$ cat config.mk
export PLATFORM = sky130hd
export DESIGN_NAME = sbg_baud_gen
export DESIGN_NICKNAME = d
export VERILOG_FILES = /design/src/hdl/sbg_pkg.sv /design/src/hdl/sbg_baud_gen.sv
export VERILOG_INCLUDE_DIRS = /design/src /design/src/hdl
export SDC_FILE = /design/constraint.sdc
export NUM_CORES = 1
export LEC_CHECK = 0
export BUFFER_PORTS_ARGS = -buffer_cell sky130_fd_sc_hd__buf_4
export CAP_MARGIN = 20
export CORE_UTILIZATION = 38
export DETAILED_ROUTE_END_ITERATION = 10
export SLEW_MARGIN = 15
export SYNTH_ARGS = -nofsm -noshare
export SYNTH_HDL_FRONTEND = slang
export SYNTH_SLANG_ARGS = --single-unit
export TNS_END_PERCENT = 10
$ cat constraint.sdc
create_clock -name pclk -period 2.1 [get_ports pclk]
set_input_delay 0.21 -clock pclk [delete_from_list [all_inputs] [get_ports pclk]]
set_output_delay 0.21 -clock pclk [all_outputs]
set_load 0.005 [all_outputs]
$ cat src/hdl/sbg_params.svh
// register offsets, field positions, reset values and timing counts
`ifndef SBG_PARAMS_SVH
`define SBG_PARAMS_SVH
`define SBG_OFF_BAUD_HI     12'h000
`define SBG_OFF_BAUD_LO     12'h004
`define SBG_OFF_CTRL        12'h008
`define SBG_OFF_STATUS      12'h00c
`define SBG_OFF_MASK        12'h010
`define SBG_OFF_TXDATA      12'h014
`define SBG_OFF_RXDATA      12'h018
`define SBG_HI_BRK_IE_BIT   7
`define SBG_HI_EDGE_IE_BIT  6
`define SBG_LO_RESET        8'h04
`define SBG_CTRL_RX_ON      0
`define SBG_CTRL_TX_ON      1
`define SBG_CTRL_NINE       2
`define SBG_CTRL_SEND_BRK   3
`define SBG_CTRL_BRK_DET_EN 4
`define SBG_CTRL_PIN_POS    5
`define SBG_ST_BRK          0
`define SBG_ST_EDGE         1
`define SBG_ST_RXFULL       2
`define SBG_ST_TXEMPTY      3
`define SBG_OVERSAMPLE      16
`define SBG_BRK_TX_BITS     13
`define SBG_BRK_RX_BITS     11
`endif

$ cat src/hdl/sbg_pkg.sv
// types shared by the baud generator block
package sbg_pkg;
    typedef enum logic [2:0] {
        SBG_TX_IDLE = 3'b001,
        SBG_TX_SHIFT = 3'b010,
        SBG_TX_BREAK = 3'b100
    } sbg_tx_state_t;
endpackage : sbg_pkg

$ cat src/hdl/sbg_baud_gen.sv
// baud generator, divisor registers and minimal nrz shifters on apb
`include "sbg_params.svh"
module sbg_baud_gen
    import sbg_pkg::*;
#(
    parameter int DIV_W = 13
) (
    // clock and reset
    input  wire logic        pclk,
    input  wire logic        presetn,
    // apb slave
    input  wire logic        psel,
    input  wire logic        penable,
    input  wire logic        pwrite,
    input  wire logic [11:0] paddr,
    input  wire logic [31:0] pwdata,
    output logic      [31:0] prdata,
    output logic             pready,
    output logic             pslverr,
    // interrupt
    output logic             irq,
    // default pin pair
    output logic             serial_out_pin_dflt,
    input  wire logic        serial_in_pin_dflt,
    // alternate pin pair
    output logic             serial_out_pin_alt,
    input  wire logic        serial_in_pin_alt,
    // oversampling tick
    output logic             baud_tick
);
    // the field split and the counter compare assume this width
    if (DIV_W != 13) begin : g_div_w_check
        $error("sbg_baud_gen: DIV_W must be 13");
    end

    // ****************
    // registers
    // ****************
    logic [7:0]       baud_high_and_irq_enables;
    logic [7:0]       baud_low_divisor;
    logic [4:0]       hi_buf;
    logic [5:0]       ctrl;
    logic [3:0]       status;
    logic [3:0]       mask;
    logic             gen_armed;
    logic [8:0]       tx_buf;
    logic             tx_buf_full;
    logic [8:0]       rx_buf;
    logic             rx_buf_full;


    // ****************
    // decode
    // ****************
    wire logic setup    = psel & ~penable;
    wire logic acc      = psel & penable;
    wire logic wr       = acc & pwrite;
    wire logic rd       = acc & ~pwrite;
    wire logic hit_hi   = paddr == `SBG_OFF_BAUD_HI;
    wire logic hit_lo   = paddr == `SBG_OFF_BAUD_LO;
    wire logic hit_ctl  = paddr == `SBG_OFF_CTRL;
    wire logic hit_st   = paddr == `SBG_OFF_STATUS;
    wire logic hit_msk  = paddr == `SBG_OFF_MASK;
    wire logic hit_tx   = paddr == `SBG_OFF_TXDATA;
    wire logic hit_rx   = paddr == `SBG_OFF_RXDATA;
    wire logic mapped   = hit_hi | hit_lo | hit_ctl | hit_st | hit_msk
                        | hit_tx | hit_rx;
    wire logic [DIV_W-1:0] divisor_value =
        {baud_high_and_irq_enables[4:0], baud_low_divisor};
    wire logic rx_on    = ctrl[`SBG_CTRL_RX_ON];
    wire logic tx_on    = ctrl[`SBG_CTRL_TX_ON];
    wire logic pin_position_select = ctrl[`SBG_CTRL_PIN_POS];
    wire logic gen_run  = gen_armed & (divisor_value != '0);
    wire logic serial_in = pin_position_select ? serial_in_pin_alt
                                               : serial_in_pin_dflt;

    // ****************
    // apb access
    // ****************
    // no wait state: answer in the cycle after setup
    // unmapped or unaligned addresses answer with pslverr and read 0
    always_ff @(posedge pclk or negedge presetn) begin
        if (!presetn) begin
            pready  <= 1'b0;
            pslverr <= 1'b0;
            prdata  <= 32'h0;
        end else begin
            pready  <= setup;
            pslverr <= setup & ~mapped;
            prdata  <= 32'h0;
            if (setup) begin
                unique case (1'b1)
                    hit_hi:  prdata <= {24'h0, baud_high_and_irq_enables};
                    hit_lo:  prdata <= {24'h0, baud_low_divisor};
                    hit_ctl: prdata <= {26'h0, ctrl};
                    hit_st:  prdata <= {28'h0, status};
                    hit_msk: prdata <= {28'h0, mask};
                    hit_rx:  prdata <= {23'h0, rx_buf};
                    default: prdata <= 32'h0;
                endcase
            end
        end
    end

    wire logic wdone = wr & pready;
    wire logic rdone = rd & pready;

    // ****************
    // register writes
    // ****************
    // high write sets the enables and fills hi_buf with its divisor bits, so a half-written divisor never runs

    always_ff @(posedge pclk or negedge presetn) begin
        if (!presetn) begin
            baud_high_and_irq_enables <= 8'h00;
            baud_low_divisor <= `SBG_LO_RESET;
            hi_buf    <= 5'h00;
            ctrl      <= 6'h00;
            mask      <= 4'h0;
            gen_armed <= 1'b0;
        end else begin
            if (wdone && hit_hi) begin
                // enables act at once; divisor part only buffered
                baud_high_and_irq_enables[7:5] <= pwdata[7:5];
                hi_buf <= pwdata[4:0];
            end
            if (wdone && hit_lo) begin
                baud_low_divisor <= pwdata[7:0];
                baud_high_and_irq_enables[4:0] <= hi_buf;
            end
            if (wdone && hit_ctl) begin
                ctrl <= pwdata[5:0];
                if (pwdata[`SBG_CTRL_RX_ON] | pwdata[`SBG_CTRL_TX_ON])
                    gen_armed <= 1'b1;
            end
            if (wdone && hit_msk)
                mask <= pwdata[3:0];
        end
    end

    // ****************
    // baud generator
    // ****************
    // cleared while stopped, so the divider does not toggle
    logic [DIV_W-1:0] cnt;
    always_ff @(posedge pclk or negedge presetn) begin
        if (!presetn) begin
            cnt       <= '0;
            baud_tick <= 1'b0;
        end else if (!gen_run) begin
            cnt       <= '0;
            baud_tick <= 1'b0;
        // reload at one: a tick every divisor_value clocks
        end else if (cnt <= 13'h0001) begin
            cnt       <= divisor_value;
            baud_tick <= 1'b1;
        end else begin
            cnt       <= cnt - 13'h0001;
            baud_tick <= 1'b0;
        end
    end

    // ****************
    // transmitter
    // ****************
    sbg_tx_state_t tx_state;
    logic [3:0]  tx_sub;
    logic [3:0]  tx_bit;
    logic [10:0] tx_sh;
    wire logic nine = ctrl[`SBG_CTRL_NINE];
    wire logic [3:0] tx_len = nine ? 4'hb : 4'ha;
    wire logic bit_end = baud_tick & (tx_sub == 4'hf);
    always_ff @(posedge pclk or negedge presetn) begin
        if (!presetn) begin
            tx_state <= SBG_TX_IDLE;
            tx_sub <= 4'h0;
            tx_bit <= 4'h0;
            tx_sh  <= 11'h7ff;
            tx_buf_full <= 1'b0;
            tx_buf <= 9'h000;
            serial_out_pin_dflt <= 1'b1;
            serial_out_pin_alt  <= 1'b1;
        end else begin
            serial_out_pin_dflt <= pin_position_select | tx_sh[0];
            serial_out_pin_alt  <= ~pin_position_select | tx_sh[0];
            if (baud_tick)
                tx_sub <= tx_sub + 4'h1;
            unique case (tx_state)
                SBG_TX_IDLE: begin
                    tx_sh <= 11'h7ff;
                    tx_bit <= 4'h0;
                    if (tx_on && bit_end && ctrl[`SBG_CTRL_SEND_BRK]) begin
                        tx_sh <= 11'h000;
                        tx_state <= SBG_TX_BREAK;
                    end else if (tx_on && bit_end && tx_buf_full) begin
                        tx_sh <= nine ? {1'b1, tx_buf, 1'b0}
                                      : {2'b11, tx_buf[7:0], 1'b0};
                        tx_buf_full <= 1'b0;
                        tx_state <= SBG_TX_SHIFT;
                    end
                end
                SBG_TX_SHIFT: if (bit_end) begin
                    tx_sh <= {1'b1, tx_sh[10:1]};
                    tx_bit <= tx_bit + 4'h1;
                    if (tx_bit == tx_len - 4'h1)
                        tx_state <= SBG_TX_IDLE;
                end
                // a break runs its full length once started
                SBG_TX_BREAK: if (bit_end) begin
                    tx_bit <= tx_bit + 4'h1;
                    if (tx_bit == 4'(`SBG_BRK_TX_BITS - 1)) begin
                        tx_sh <= 11'h7ff;
                        tx_state <= SBG_TX_IDLE;
                    end
                end
            endcase
            // a write in the load cycle wins: the buffer takes the new
            // word while the shifter takes the old one
            if (wdone && hit_tx) begin
                tx_buf <= pwdata[8:0];
                tx_buf_full <= 1'b1;
            end
        end
    end

    // ****************
    // receiver and events
    // ****************
    // rx_prev resets to the idle level, so reset makes no false edge
    logic        rx_prev;
    logic        rx_busy;
    logic [3:0]  rx_sub;
    logic [3:0]  rx_bit;
    logic [8:0]  rx_sh;
    logic [7:0]  low_cnt;
    wire logic fall = rx_prev & ~serial_in;
    wire logic mid  = baud_tick & (rx_sub == 4'h7);
    // one tick only: low_cnt has moved past the count by the next tick
    wire logic brk_evt = ctrl[`SBG_CTRL_BRK_DET_EN] & baud_tick & ~serial_in
        & (low_cnt == 8'(`SBG_BRK_RX_BITS * `SBG_OVERSAMPLE - 1));
    wire logic rx_done = rx_busy & mid & (rx_bit == tx_len - 4'h1);
    wire logic [3:0] set_ev = {~tx_buf_full, rx_done, rx_on & fall,
                               brk_evt};
    always_ff @(posedge pclk or negedge presetn) begin
        if (!presetn) begin
            rx_prev <= 1'b1;
            rx_busy <= 1'b0;
            rx_sub  <= 4'h0;
            rx_bit  <= 4'h0;
            rx_sh   <= 9'h000;
            rx_buf  <= 9'h000;
            rx_buf_full <= 1'b0;
            low_cnt <= 8'h00;
            status  <= 4'h0;
            irq     <= 1'b0;
        end else begin
            rx_prev <= serial_in;
            if (serial_in)
                low_cnt <= 8'h00;
            else if (baud_tick && low_cnt != 8'hff)
                low_cnt <= low_cnt + 8'h01;
            if (baud_tick)
                rx_sub <= rx_sub + 4'h1;
            if (!rx_busy && rx_on && fall) begin
                rx_busy <= 1'b1;
                rx_sub  <= 4'h0;
                rx_bit  <= 4'h0;
            end else if (rx_busy && mid) begin
                rx_bit <= rx_bit + 4'h1;
                if (rx_bit != 4'h0)
                    rx_sh <= nine ? {serial_in, rx_sh[8:1]}
                                  : {1'b0, serial_in, rx_sh[7:1]};
                if (rx_done) begin
                    rx_busy <= 1'b0;
                    rx_buf  <= rx_sh;
                    rx_buf_full <= 1'b1;
                end
            end
            if (rdone && hit_rx && !rx_done)
                rx_buf_full <= 1'b0;
            // a set in the same cycle as a write-one clear wins
            status <= (status & ~((wdone && hit_st) ? pwdata[3:0] : 4'h0))
                    | set_ev;
            irq <= |(status & mask)
                 | (baud_high_and_irq_enables[`SBG_HI_BRK_IE_BIT]
                    & status[`SBG_ST_BRK])
                 | (baud_high_and_irq_enables[`SBG_HI_EDGE_IE_BIT]
                    & status[`SBG_ST_EDGE]);
        end
    end
endmodule : sbg_baud_gen

==> reports/results.txt <==
CTS clk-pin slew, worst paths - 60 ps
Main synth FF type - dfrtp_1
R2r worst-path depth - 6
Worst reg2reg path endpoint - rx_buf[4]
Num ports - 89
Maximum clock rate - 0.509 GHz
CTS max path bufs - 2
Area contributors post-synth - dfrtp_1, mux2_2, dfstp_2
Pwr Density - 768 nW/µm²
Register area - 3320 µm²
Worst setup SP type - flop
Final #Nets - 690
Global route overflow - 0
Slew @ Worst Pin - 618 ps
EDFF count, synth - 0
Fin. Hold Viols - 0
Final Cycle Share - 0.936
Synth Cell Area - 6530 µm²
Worst R2R Setup Slack - 130 ps
Max Clock Skew - 8.02 ps
Post-synth ARST share - 1.00
Relative slew slack - 0.585
Clk Latency, worst-skew pair - 420 ps
H-tree Lvls - 4
Reg-to-Reg Start - rx_sub[0]
Footprint of the multi-input gates - 2940 µm²
WHS Path Cells - 2
Ant diodes - 0
Min Tclk post-route - 1970 ps
Starting Density - 0.391
Detailed Route Iter0 Violations - 245
Gate Count Post-Synth - 570
CTS Buf Count - 17
Seq/Total Area, Yosys - 0.509
Crit path required time - 2400 ps
Remaining antenna violation count - 0
Core Util, Final - 0.463
Hold Path End - tx_buf[8]
CTS sink cnt - 132
Crit Path Category - reg2reg
Post-synth cell types - 66
Outcome - complete, no violations
Ys Warns - 0
Pre-Repair DR Iteration Count - 5
Peak supply drop - 0.000587 V
Total routed wirelength - 14300 µm
Global Route Usage Sum - 0.172
Port buffer count - 42
FF+latch count, synth - 132
HP Class - in2reg
Share of layout cells above drive strength 1 - 0.295
Fillers - 1543
Area Growth Syn to Fin - 18.6%
Max-Cap Viols - 0
Antenna violations before repair - 0
Most frequent cells in the layout - dfrtp_1, buf_4, mux2_2
Worst hold start - pwdata[8]
Crit path capture type - flop
Drt via density - 5.31
Final Setup Violations - 0
Post-DP HPWL - 10100 µm
Routed length per placed instance - 16.5 µm
Setup repair after global routing missed its margin - false
First-pass GRT wire length - 23900 µm
Rows - 47
Largest net degree at the start of global routing - 49
Top cell type by total area after synthesis - dfrtp_1
Commonest non-fill, non-tap cell in the layout - dfrtp_1
Setup TNS - 0 ps
Vias in the first global route - 4624
RePlAce Congestion - 0.820
Post-synth top area share - 0.445
Die height - 133 µm
Die X - 133 µm
Die area - 17700 µm²
Core Box Area - 16700 µm²
Root Buffer - clkbuf_16
Critical Path AT - 2260 ps
Routed via count - 4583
Leakage Power - 3.65 nW
DRC viols - 0
Max Transition Viols Final - 0
CTS tree - done
Mean Syn Cell Area - 11.4 µm²
Worst Path Max Fanout - 11
-- cell families (layout without fill, tap and decap cells) --
group / after synthesis / count (layout) / share of synthesized area
adders and majority gates: 9 / 9 / 0.0173
muxes: 75 / 75 / 0.134
AOI/OAI and AO/OA: 106 / 106 / 0.110
buffers and inverters: 60 / 111 / 0.0529
other: 1 / 23 / 0.000575
DFF: 132 / 132 / 0.509
xor gates and xnor gates: 21 / 21 / 0.0282
and+or+nand+nor: 166 / 166 / 0.147
-- registers in the layout, indices dropped and copies added (netlist names), 5 cells and up --
signal and cells:
cnt 13, low_cnt 8, baud_high_and_irq_enables 8, tx_buf 9, hi_buf 5, tx_sh 11
ctrl 6, prdata 9, rx_sh 9, rx_buf 9, baud_low_divisor 8
-- layer usage --
| layer | track usage | vias to the layer above | part of all wire |
|---|---|---|---|
| met5 | 0 | - | 0 |
| met4 | 0.0479 | 0 | 0.0077 |
| met3 | 0.0471 | 11 | 0.038 |
| met2 | 0.284 | 90 | 0.50 |
| met1 | 0.222 | 2337 | 0.45 |
| li1 | - | 2145 | - |
-- Yosys cell counts (all sizes together) (2+ instances only) --
master,n
a311oi,2
and3,7
o2bb2ai,3
clkbuf,9
a2bb2oi,11
mux2,61
o21a,2
nor3,22
and2,3
o21ai,35
or2,6
or3,6
nand4,9
ha,9
nor2,38
nand2b,6
a22oi,6
nand2,24
nor4,7
nor3b,2
xnor2,10
a211oi,13
and3b,2
a21oi,15
and4,7
inv,15
dfrtp,116
a31oi,4
xor2,11
dfstp,16
a41o,3
nand3,17
mux2i,14
a221oi,2
nor2b,3
o2111ai,2
buf,36
-- worst max-delay path: stages, from the launching register on --
cell	delay, ps
dfrtp_1	390
ha_1	180
nand4_1	140
or2_1	310
nor4b_2	230
buf_4	240
mux2_2	350
-- worst max-delay path by stage --
stage | depth (start not counted) | startpoint | to | slack, ps
after floorplan | 6 | rx_sub[0] | rx_buf[0] | 260
after global placement | 5 | tx_sub[0] | tx_sh[2] | 180
after detailed placement | 5 | tx_sub[0] | tx_sh[10] | 80
after CTS | 5 | tx_sub[0] | tx_sh[1] | 40
after global routing | 6 | rx_sub[0] | rx_buf[4] | 20
final | 6 | rx_sub[0] | rx_buf[4] | 130
-- where the power goes --
group | leakage [nW] | switching (mW) | internal (mW)
registers | 1.73 | 0.0101 | 2.56
clock network | 0.297 | 1.13 | 2.04
logic | 1.62 | 0.132 | 0.0738
-- repair_timing --
item,4_1_cts,5_1_grt
setup buffers,0,0
hold buffers,2,0
resized for setup,0,1
endpoints found under the setup margin,0,11
hold endpoints to repair,37,0
-- final cells by class --
class                           count  area share
Clock inverter                     13      0.0234
Tap cell                          220      0.0356
Timing Repair Buffer               64      0.0660
Multi-Input combinational cell    400       0.380
Clock buffer                       19      0.0585
Inverter                           15     0.00727
Sequential cell                   132       0.429
-- metrics by stage --
stage	cell area, µm²	setup slack [ps]	instances	hold slack (ps)	total power [mW]
CTS	7740	35.0	863	21.6	6.00
finish	7740	134	863	43.1	5.95
floorplan	6610	263	592	-85.6	2.71
global route	7740	17.4	863	22.9	6.13
detailed placement	7080	80.4	829	234	2.82
global placement	7080	184	829	224	2.81
(Power assumes the default switching activity.)
